`src/rtl/jtag_port_params.svh`:
```
// timing counts, pin indices, instruction codes and reset values
`ifndef JTAG_PORT_PARAMS_SVH
`define JTAG_PORT_PARAMS_SVH
// ==========================================
// clock and timing
`define CLK_PERIOD_NS    5.0
`define T_CRESET_MIN_US  0.32
`define T_USER_MIN_US    25.0
`define LOAD_CYCLES      64
`define CNT_W            16
// ==========================================
// synchroniser lanes and reset values
`define SYNC_W           5
`define PIN_TCK          0
`define PIN_TMS          1
`define PIN_TDI          2
`define PIN_CRESET       3
`define PIN_CONFIG_COMPLETE_FLAG        4
`define SYNC_RST         5'h1e
// ==========================================
// test logic registers
`define IR_W             4
`define DR_W             32
`define IR_CAPTURE       4'h1
`define IR_IDCODE        4'h3
`define IR_PROGRAM       4'h4
`define IR_ENTER_USER    4'h7
`define IR_BYPASS        4'hf
`endif

```
`src/rtl/jtag_port_pkg.sv`:
```
// types shared by the configuration status and test access port
`include "jtag_port_params.svh"
package jtag_port_pkg;
  // ==========================================
  // tap controller and configuration sequencer states
  typedef enum logic [15:0] {
    TAP_RESET  = 16'h0001,
    TAP_IDLE   = 16'h0002,
    TAP_SEL_DR = 16'h0004,
    TAP_CAP_DR = 16'h0008,
    TAP_SH_DR  = 16'h0010,
    TAP_EX1_DR = 16'h0020,
    TAP_PAU_DR = 16'h0040,
    TAP_EX2_DR = 16'h0080,
    TAP_UPD_DR = 16'h0100,
    TAP_SEL_IR = 16'h0200,
    TAP_CAP_IR = 16'h0400,
    TAP_SH_IR  = 16'h0800,
    TAP_EX1_IR = 16'h1000,
    TAP_PAU_IR = 16'h2000,
    TAP_EX2_IR = 16'h4000,
    TAP_UPD_IR = 16'h8000
  } tap_state_t;

  typedef enum logic [2:0] {
    CFG_LOAD = 3'h1,
    CFG_DONE = 3'h2,
    CFG_USER = 3'h4
  } cfg_state_t;

  // ==========================================
  // pad drive bundle
  typedef struct packed {
    logic cdoneOut;
    logic cdoneOe;
    logic tdoOut;
    logic tdoOe;
    logic tmsPullUp;
    logic tdiPullUp;
  } pad_out_t;

  // ==========================================
  // per-module state
  typedef struct packed {
    logic [`SYNC_W-1:0] s1;
    logic [`SYNC_W-1:0] s2;
    logic [`SYNC_W-1:0] s3;
    logic [`SYNC_W-1:0] filt;
  } sync_reg_t;

  typedef struct packed {
    tap_state_t tap;
  } tap_reg_t;

  typedef struct packed {
    cfg_state_t        cfg;
    logic [`CNT_W-1:0] cnt;
    logic [`CNT_W-1:0] lowCnt;
    logic              cresetPrev;
    logic              tckPrev;
    logic              jtagProg;
    logic              enterUserSeen;
    logic [`IR_W-1:0]  ir;
    logic [`IR_W-1:0]  irShift;
    logic [`DR_W-1:0]  drShift;
    logic [`DR_W-1:0]  progWord;
    logic              tdo;
    logic              tdoOe;
  } port_reg_t;
endpackage

```
`src/rtl/pin_sync.sv`:
```
// three-flop pin synchroniser with agreement filter
`timescale 1ns/100ps
`include "jtag_port_params.svh"
module pin_sync (
  // clock and reset
  input  wire logic                clk,
  input  wire logic                reset_n,
  // raw pins and filtered levels
  input  wire logic [`SYNC_W-1:0]  pinRaw,
  output      logic [`SYNC_W-1:0]  pinLevel
);
  import jtag_port_pkg::*;

  sync_reg_t         st_r;
  sync_reg_t         st_nxt;
  logic [`SYNC_W-1:0] agree;

  // ==========================================
  // a lane moves only when stages two and three agree
  genvar gi;
  generate
    for (gi = 0; gi < `SYNC_W; gi++) begin : g_lane
      assign agree[gi] = (st_r.s2[gi] == st_r.s3[gi]);
    end
  endgenerate

  always_comb begin
    st_nxt      = st_r;
    st_nxt.s1   = pinRaw;
    st_nxt.s2   = st_r.s1;
    st_nxt.s3   = st_r.s2;
    st_nxt.filt = (st_r.s3 & agree) | (st_r.filt & ~agree);
  end

  always_ff @(posedge clk or negedge reset_n) begin
    if (!reset_n) begin
      st_r <= '{`SYNC_RST, `SYNC_RST, `SYNC_RST, `SYNC_RST};
    end else begin
      st_r <= st_nxt;
    end
  end

  assign pinLevel = st_r.filt;
endmodule

```
`src/rtl/tap_fsm.sv`:
```
// sixteen-state test access port controller
`timescale 1ns/100ps
module tap_fsm (
  // clock and reset
  input  wire logic                      clk,
  input  wire logic                      reset_n,
  // stepping
  input  wire logic                      step,
  input  wire logic                      tms,
  output      jtag_port_pkg::tap_state_t state
);
  import jtag_port_pkg::*;

  tap_reg_t st_r;
  tap_reg_t st_nxt;

  // ==========================================
  // standard state walk
  always_comb begin
    st_nxt = st_r;
    if (step) begin
      case (st_r.tap)
        TAP_RESET:  st_nxt.tap = tms ? TAP_RESET  : TAP_IDLE;
        TAP_IDLE:   st_nxt.tap = tms ? TAP_SEL_DR : TAP_IDLE;
        TAP_SEL_DR: st_nxt.tap = tms ? TAP_SEL_IR : TAP_CAP_DR;
        TAP_CAP_DR: st_nxt.tap = tms ? TAP_EX1_DR : TAP_SH_DR;
        TAP_SH_DR:  st_nxt.tap = tms ? TAP_EX1_DR : TAP_SH_DR;
        TAP_EX1_DR: st_nxt.tap = tms ? TAP_UPD_DR : TAP_PAU_DR;
        TAP_PAU_DR: st_nxt.tap = tms ? TAP_EX2_DR : TAP_PAU_DR;
        TAP_EX2_DR: st_nxt.tap = tms ? TAP_UPD_DR : TAP_SH_DR;
        TAP_UPD_DR: st_nxt.tap = tms ? TAP_SEL_DR : TAP_IDLE;
        TAP_SEL_IR: st_nxt.tap = tms ? TAP_RESET  : TAP_CAP_IR;
        TAP_CAP_IR: st_nxt.tap = tms ? TAP_EX1_IR : TAP_SH_IR;
        TAP_SH_IR:  st_nxt.tap = tms ? TAP_EX1_IR : TAP_SH_IR;
        TAP_EX1_IR: st_nxt.tap = tms ? TAP_UPD_IR : TAP_PAU_IR;
        TAP_PAU_IR: st_nxt.tap = tms ? TAP_EX2_IR : TAP_PAU_IR;
        TAP_EX2_IR: st_nxt.tap = tms ? TAP_UPD_IR : TAP_SH_IR;
        TAP_UPD_IR: st_nxt.tap = tms ? TAP_SEL_DR : TAP_IDLE;
        default:    st_nxt.tap = TAP_RESET;
      endcase
    end
  end

  always_ff @(posedge clk or negedge reset_n) begin
    if (!reset_n) begin
      st_r <= '{tap: TAP_RESET};
    end else begin
      st_r <= st_nxt;
    end
  end

  assign state = st_r.tap;
endmodule

```
`src/rtl/config_status_and_jtag_port.sv`:
```
// configuration status pin, re-configuration request and test access port
//
// What this block does
// - completion pin is open drain: pull low or release, never drive high
// - completion pin released, reading 1, only once configuration completes
// - user mode entered only while completion pin reads high; outsiders may hold it low
// - re-configuration request restarts configuration only, never resets user logic
// - mode-select and serial input sampled on each test clock rise
// - serial output changes only after a test clock fall
// - mode-select has a weak pull-up, reads 1 when undriven
// - serial input has a weak pull-up, reads 1 when undriven
// - serial input shifts into instruction or selected data register
// - host changes serial input after falls; device shifts on rises
// - serial output comes from instruction or selected data register
// - shifted bit reaches output after register-length test clock cycles
// - serial output goes inactive when nothing is shifting
// - user-entry time after test programming starts at pin high plus enter-user
`timescale 1ns/100ps
`include "jtag_port_params.svh"
module config_status_and_jtag_port #(
  parameter int               USER_MIN_CYC = int'($ceil(`T_USER_MIN_US * 1000.0 / `CLK_PERIOD_NS)),
  parameter int               LOAD_CYC     = `LOAD_CYCLES,
  // arbitrary identification value
  parameter logic [`DR_W-1:0] ID_VALUE     = 32'h0a5a_0001
) (
  // clock and reset
  input  wire logic                    clk,
  input  wire logic                    reset_n,
  // configuration pins
  input  wire logic                    cresetReqN,
  input  wire logic                    cdoneIn,
  // test access pins
  input  wire logic                    tck,
  input  wire logic                    tms,
  input  wire logic                    tdi,
  // pad drive
  output      jtag_port_pkg::pad_out_t padOut,
  // status
  output      logic                    userMode,
  output      logic                    configBusy
);
  import jtag_port_pkg::*;

  // ==========================================
  // timing counts
  localparam real               T_CRESET_MIN_US = `T_CRESET_MIN_US;
  localparam int                CRESET_MIN_CYC  = int'($ceil(T_CRESET_MIN_US * 1000.0 / `CLK_PERIOD_NS));
  localparam logic [`CNT_W-1:0] CRESET_MIN      = `CNT_W'(CRESET_MIN_CYC);
  localparam logic [`CNT_W-1:0] USER_LAST       = `CNT_W'(USER_MIN_CYC - 1);
  localparam logic [`CNT_W-1:0] LOAD_LAST       = `CNT_W'(LOAD_CYC - 1);
  localparam logic [`CNT_W-1:0] CNT_MAX         = {`CNT_W{1'b1}};

  port_reg_t          st_r;
  port_reg_t          st_nxt;
  logic [`SYNC_W-1:0] pinLevel;
  tap_state_t         tapState;
  logic               pinTck;
  logic               pinTms;
  logic               pinTdi;
  logic               pinCreset;
  logic               pinCdone;
  logic               tckRise;
  logic               tckFall;
  logic               cresetRise;
  logic               reconfig;
  logic               wideDr;
  logic               shifting;

  // ==========================================
  // pin synchronisers
  // all lanes share one latency, so tms and tdi line up with the tck edge seen
  pin_sync u_sync (
    .clk      (clk),
    .reset_n  (reset_n),
    .pinRaw   ({cdoneIn, cresetReqN, tdi, tms, tck}),
    .pinLevel (pinLevel)
  );

  assign pinTck    = pinLevel[`PIN_TCK];
  assign pinTms    = pinLevel[`PIN_TMS];
  assign pinTdi    = pinLevel[`PIN_TDI];
  assign pinCreset = pinLevel[`PIN_CRESET];
  assign pinCdone  = pinLevel[`PIN_CONFIG_COMPLETE_FLAG];

  assign tckRise    = pinTck & ~st_r.tckPrev;
  assign tckFall    = ~pinTck & st_r.tckPrev;
  assign cresetRise = pinCreset & ~st_r.cresetPrev;
  // pulses shorter than the minimum are ignored
  assign reconfig   = cresetRise & (st_r.lowCnt >= CRESET_MIN);

  // ==========================================
  // tap controller
  // the request pin never reaches the controller or its reset
  tap_fsm u_tap (
    .clk     (clk),
    .reset_n (reset_n),
    .step    (tckRise),
    .tms     (pinTms),
    .state   (tapState)
  );

  // only identification and program words are long; all else is bypass
  assign wideDr   = (st_r.ir == `IR_IDCODE) || (st_r.ir == `IR_PROGRAM);
  assign shifting = (tapState == TAP_SH_DR) || (tapState == TAP_SH_IR);

  // ==========================================
  // next state
  always_comb begin
    st_nxt            = st_r;
    st_nxt.tckPrev    = pinTck;
    st_nxt.cresetPrev = pinCreset;

    if (!pinCreset) begin
      st_nxt.lowCnt = (st_r.lowCnt == CNT_MAX) ? st_r.lowCnt : st_r.lowCnt + 1'b1;
    end else begin
      st_nxt.lowCnt = '0;
    end

    // registers shift on the rise, decided by the state being left
    if (tckRise) begin
      case (tapState)
        TAP_RESET: begin
          st_nxt.ir = `IR_IDCODE;
        end
        TAP_CAP_IR: begin
          st_nxt.irShift = `IR_CAPTURE;
        end
        TAP_SH_IR: begin
          st_nxt.irShift = {pinTdi, st_r.irShift[`IR_W-1:1]};
        end
        TAP_UPD_IR: begin
          st_nxt.ir = st_r.irShift;
          if (st_r.irShift == `IR_PROGRAM) begin
            st_nxt.jtagProg      = 1'b1;
            st_nxt.enterUserSeen = 1'b0;
          end
          // enter-user taken in the update state
          if (st_r.irShift == `IR_ENTER_USER) begin
            st_nxt.enterUserSeen = 1'b1;
          end
        end
        TAP_CAP_DR: begin
          case (st_r.ir)
            `IR_IDCODE:  st_nxt.drShift = ID_VALUE;
            `IR_PROGRAM: st_nxt.drShift = st_r.progWord;
            default:     st_nxt.drShift = '0;
          endcase
        end
        // data path, length follows the selected register
        TAP_SH_DR: begin
          if (wideDr) begin
            st_nxt.drShift = {pinTdi, st_r.drShift[`DR_W-1:1]};
          end else begin
            st_nxt.drShift[0] = pinTdi;
          end
        end
        TAP_UPD_DR: begin
          if (st_r.ir == `IR_PROGRAM) begin
            st_nxt.progWord = st_r.drShift;
          end
        end
        default: begin
          st_nxt.ir = st_r.ir;
        end
      endcase
    end

    // output updated only on the fall, from the path in use
    if (tckFall) begin
      // drive only while a shift state is current
      st_nxt.tdoOe = shifting;
      if (tapState == TAP_SH_IR) begin
        st_nxt.tdo = st_r.irShift[0];
      end else if (tapState == TAP_SH_DR) begin
        st_nxt.tdo = st_r.drShift[0];
      end
    end

    // configuration sequencer
    case (st_r.cfg)
      CFG_LOAD: begin
        // a test-loaded image completes on its first program word update
        if (st_r.jtagProg) begin
          if (tckRise && (tapState == TAP_UPD_DR) && (st_r.ir == `IR_PROGRAM)) begin
            st_nxt.cfg = CFG_DONE;
            st_nxt.cnt = '0;
          end
        end else if (st_r.cnt >= LOAD_LAST) begin
          st_nxt.cfg = CFG_DONE;
          st_nxt.cnt = '0;
        end else begin
          st_nxt.cnt = st_r.cnt + 1'b1;
        end
      end
      CFG_DONE: begin
        // count only while the pin reads high and, after test loading, enter-user was seen
        if (pinCdone && (!st_r.jtagProg || st_r.enterUserSeen)) begin
          if (st_r.cnt >= USER_LAST) begin
            st_nxt.cfg = CFG_USER;
          end else begin
            st_nxt.cnt = st_r.cnt + 1'b1;
          end
        end else begin
          st_nxt.cnt = '0;
        end
      end
      CFG_USER: begin
        st_nxt.cnt = '0;
      end
      default: begin
        st_nxt.cfg = CFG_LOAD;
        st_nxt.cnt = '0;
      end
    endcase

    // test-program restart overrides the sequencer case; the request-pin restart below is applied after it
    if (tckRise && (tapState == TAP_UPD_IR) && (st_r.irShift == `IR_PROGRAM)) begin
      st_nxt.cfg = CFG_LOAD;
      st_nxt.cnt = '0;
    end
    // rising edge after a long enough low restarts loading
    if (reconfig) begin
      st_nxt.cfg           = CFG_LOAD;
      st_nxt.cnt           = '0;
      st_nxt.jtagProg      = 1'b0;
      st_nxt.enterUserSeen = 1'b0;
    end
  end

  // ==========================================
  // state register
  always_ff @(posedge clk or negedge reset_n) begin
    if (!reset_n) begin
      st_r <= '{cfg: CFG_LOAD, cnt: '0, lowCnt: '0, cresetPrev: 1'b1, tckPrev: 1'b0,
                jtagProg: 1'b0, enterUserSeen: 1'b0, ir: `IR_IDCODE, irShift: '0,
                drShift: '0, progWord: '0, tdo: 1'b0, tdoOe: 1'b0};
    end else begin
      st_r <= st_nxt;
    end
  end

  // ==========================================
  // outputs
  // low or released, never high
  assign padOut.cdoneOut  = 1'b0;
  assign padOut.cdoneOe   = (st_r.cfg == CFG_LOAD);
  assign padOut.tdoOut    = st_r.tdo;
  assign padOut.tdoOe     = st_r.tdoOe;
  assign padOut.tmsPullUp = 1'b1;
  // weak pull-up request on serial input
  assign padOut.tdiPullUp = 1'b1;
  assign userMode         = (st_r.cfg == CFG_USER);
  assign configBusy       = (st_r.cfg == CFG_LOAD);
endmodule

```
`config.mk`:
```
export PLATFORM = sky130hd
export DESIGN_NAME = config_status_and_jtag_port
export DESIGN_NICKNAME = d
export VERILOG_FILES = /design/src/rtl/jtag_port_pkg.sv /design/src/rtl/pin_sync.sv /design/src/rtl/tap_fsm.sv /design/src/rtl/config_status_and_jtag_port.sv
export VERILOG_INCLUDE_DIRS = /design/src /design/src/rtl
export SDC_FILE = /design/constraint.sdc
export NUM_CORES = 1
export LEC_CHECK = 0
export BUFFER_PORTS_ARGS = -buffer_cell sky130_fd_sc_hd__buf_2
export CORE_MARGIN = 1
export CORE_UTILIZATION = 50
export DETAILED_ROUTE_END_ITERATION = 10
export PLACE_DENSITY = 0.71
export SKIP_LAST_GASP = 1
export SLEW_MARGIN = 20
export SYNTH_ARGS = -nofsm -noshare
export SYNTH_HDL_FRONTEND = slang
export SYNTH_HIERARCHICAL = 1
export SYNTH_SLANG_ARGS = --single-unit
```
`constraint.sdc`:
```
create_clock -name clk -period 2.5 [get_ports clk]
set_input_delay 0.25 -clock clk [delete_from_list [all_inputs] [get_ports clk]]
set_output_delay 0.25 -clock clk [all_outputs]
set_load 0.01 [all_outputs]
```
==> flow_metrics.env <==
export IMPL_synth_fa_ha_area_frac=0.0126
export IMPL_grt_pass1_wl_um=27700
export IMPL_slew_limit_headroom=0.601
export IMPL_die_area_mm2=0.0153
export IMPL_synth_compound_area_frac=0.149
export IMPL_setup_viol=0
export IMPL_clk_latency_ns=0.42
export IMPL_fin_skew_ns=0.00848
export IMPL_min_period_over_period=0.954
export IMPL_globalRouteOverflowTotal=0
export IMPL_cts_root_buffer="clkbuf_16"
export IMPL_netlist_instances=802
export IMPL_grt_pass1_vias=5648
export IMPL_hold_viol=0
export IMPL_synthSimpleGateAreaFrac=0.254
export IMPL_drc=0
export IMPL_avgSynthCellArea_um2=9.26
export IMPL_fill_cells=1249
export IMPL_max_freq_mhz=419
export IMPL_fin_area_mm2=0.00848
export IMPL_cp_depth=8
export IMPL_vdd_drop_max_v=0.000539
export IMPL_avgViaCountPerCell=5.88
export IMPL_endpoint_kind="flip-flop"
export IMPL_ys_seq_area_frac=0.506
export IMPL_ys_async_sr_fraction=1.00
export IMPL_rsz0062_at_grt="no"
export IMPL_start_util=0.511
export IMPL_area_growth_syn_to_layout_pct=14.2
export IMPL_synthDistinctLibCells=72
export IMPL_yosys_warnings=6
export IMPL_fp_row_count=44
export IMPL_reg2reg_depth=8
export IMPL_layout_drive_gt1_share=0.158
export IMPL_power_density_mw_per_mm2=733
export IMPL_p_leak_nw=3.90
export IMPL_antennaDiodeCount=0
export IMPL_htree_levels=4
export IMPL_ys_seq_elements=149
export IMPL_syn_cell_area_mm2=0.00743
export IMPL_clock_sinks=149
export IMPL_cts_buffers=17
export IMPL_port_buffer_count=11
export IMPL_gp_congestion=0.868
export IMPL_grt_util_met3=0.0508
export IMPL_dp_hpwl_um=10700
export IMPL_placed_area_mm2=0.00781
export IMPL_synth_top_family_by_area="simple AND/OR/NAND/NOR gates"
export IMPL_die_w_um=124
export IMPL_crit_fanout=7
export IMPL_synth_edff_count=0
export IMPL_cpPeakStageDelay_ns=0.53
export IMPL_grtUsageTotal=0.231
export IMPL_worstPathArrival_ns=2.69
export IMPL_grt_max_degree=64
export IMPL_required_ns=2.81
export IMPL_crit_buf_inv=2
export IMPL_tns_ns=0
export IMPL_drv_cap=0
export IMPL_worstSetupPathType="flip-flop to flip-flop"
export IMPL_final_nets=833
export IMPL_status="complete, no violations"
export IMPL_cts_clk_slew_worst_paths_ns=0.06
export IMPL_slew_viol_final=0
export IMPL_ant_nets=0
export IMPL_critical_path_top_delay_family="simple AND/OR/NAND/NOR gates"
export IMPL_holdPathStages=0
export IMPL_die_h_um=124
export IMPL_synthMuxAreaShare=0.00404
export IMPL_crit_path_start_kind="flip-flop"
export IMPL_pin_count=15
export IMPL_clockBufferDepth=2
export IMPL_multi_input_area_mm2=0.00334
export IMPL_crit_slowest_cell="dfstp_2"
export IMPL_hp_class="flip-flop to flip-flop"
export IMPL_path_cells="inv_1, or3_1, inv_2, nand4_1, o21ai_2, nand2_1, or2_0, o32ai_1"
export IMPL_cts_tree="yes"
export IMPL_grt_antenna_before_repair=0
export IMPL_regArea_mm2=0.00375
export IMPL_vias=6000
export IMPL_synth_xor_area_share=0.0248
export IMPL_ys_flop_type="dfrtp_1"
export IMPL_tightest_slew_ns=0.593
export IMPL_drt_first_pass_iters=5
export IMPL_use_met2=0.363
export IMPL_core_mm2=0.0145
export IMPL_grtUsageMet1=0.320
export IMPL_grt_busiest_layer="met2"
export IMPL_wl_um=16300
export IMPL_fin_crit_ns=2.39
export IMPL_wire_per_inst_um=16.0
export IMPL_drtIter0Drc=527
==> worst reg2reg max path, stage by stage (launching register included) <==
cell,delay [ns]
dfstp_2,0.53
inv_1,0.10
or3_1,0.44
inv_2,0.08
nand4_1,0.11
o21ai_2,0.16
nand2_1,0.08
or2_0,0.41
o32ai_1,0.36
==> layout make-up <==
cell class | instances | area share
clock buffers | 23 | 0.0564
clock inverters | 9 | 0.0148
inverters | 22 | 0.00974
multi-input cells | 577 | 0.394
flip-flops and latches | 149 | 0.443
well taps | 184 | 0.0272
repair buffers | 56 | 0.0547
==> synth_stat cells, drive strengths merged (8+ instances only) <==
cell	number	share of area
dfrtp	128	0.43
nand4	9	0.0076
nand3	22	0.015
a21oi	50	0.034
or4	12	0.014
o21a	8	0.0081
o21ai	55	0.038
nor4	23	0.028
nor2	51	0.026
nand2	167	0.084
a22o	13	0.015
xnor2	18	0.021
dfstp	21	0.074
and3	27	0.023
buf	24	0.022
inv	22	0.011
clkbuf	31	0.016
nor3	20	0.015
==> cells in the final DEF (no fill, tap or decap), drive strengths merged, types with 8 or more instances in the layout <==
cell,count
nor2,51
or4,12
inv,22
nor3,20
dfstp,21
o21a,8
a22o,13
a21oi,50
nand4,9
xnor2,18
buf,50
nand3,22
nor4,23
and3,27
clkbuf,23
dfrtp,128
o21ai,55
nand2,167
==> routing by layer <==
metal  routed length, µm  up-vias  part of all wire
met5                   0        -                 0
met4                 157        0            0.0096
met3                 866       12             0.053
met2                7810      180              0.48
met1                7490     2946              0.46
li1                    -     2862                 -
==> where the power goes <==
part / leakage [nW] / total (W) / internal [W] / switching (W)
clock: 0.293 / 0.00258 / 0.00164 / 0.000941
sequential: 1.98 / 0.00270 / 0.00256 / 0.000139
combinational: 1.62 / 0.000940 / 0.000387 / 0.000552
total: 3.89 / 0.00622 / 0.00458 / 0.00163
==> registers in the layout, indices dropped and copies added, names as in the netlist, named ones only <==
register	cells
u_sync/st_r	5
padOut	2
u_tap/state	16
u_sync/st_nxt	10
st_r	111
==> logic make-up (layout without fill, tap and decap cells) <==
| family | after synthesis | after routing |
|---|---|---|
| AO/OA/AOI/OAI | 171 | 171 |
| XOR/XNOR | 21 | 21 |
| adder cells (fa/ha/maj) | 8 | 8 |
| buffers and inverters | 77 | 110 |
| flip-flops | 149 | 149 |
| multiplexers | 3 | 3 |
| other | 2 | 3 |
| AND/OR/NAND/NOR | 371 | 371 |
==> path summary, 6_finish.rpt <==
check	end	start	slack, ns
worst min register to register	u_sync/st_nxt[8]	u_sync/st_nxt[13]	0.35
worst max-delay path	st_r[101]	st_r[110]	0.11
worst max register to register	st_r[101]	st_r[110]	0.11
min in group asynchronous	st_r[88]	reset_n	0.36
max in group asynchronous	u_sync/st_nxt[7]	reset_n	1.36
worst min-delay path	u_sync/st_nxt[8]	u_sync/st_nxt[13]	0.35
==> through the flow <==
| step | hold slack, ns | utilization | instances | total power (W) | setup slack (ns) |
|---|---|---|---|---|---|
| 2_1_floorplan | -0.0456 | - | 803 | 0.00339 | 0.208 |
| 3_3_place_gp | 0.247 | 0.537 | 982 | 0.00362 | 0.254 |
| 3_5_place_dp | 0.252 | 0.537 | 982 | 0.00364 | 0.102 |
| 4_1_cts | 0.356 | 0.583 | 1020 | 0.00626 | 0.114 |
| 5_1_grt | 0.352 | 0.583 | 1020 | 0.00651 | 0.00115 |
| 6_report | 0.352 | 0.583 | 1020 | 0.00622 | 0.114 |
==> what timing repair did <==
action                                 4_1_cts  5_1_grt
setup buffers                                0        0
hold buffers                                 6        0
setup endpoints to repair                    0        2
resized for setup                            0        1
endpoints found under the hold margin       58        0
Note: power is estimated with default switching activity, not from simulation.
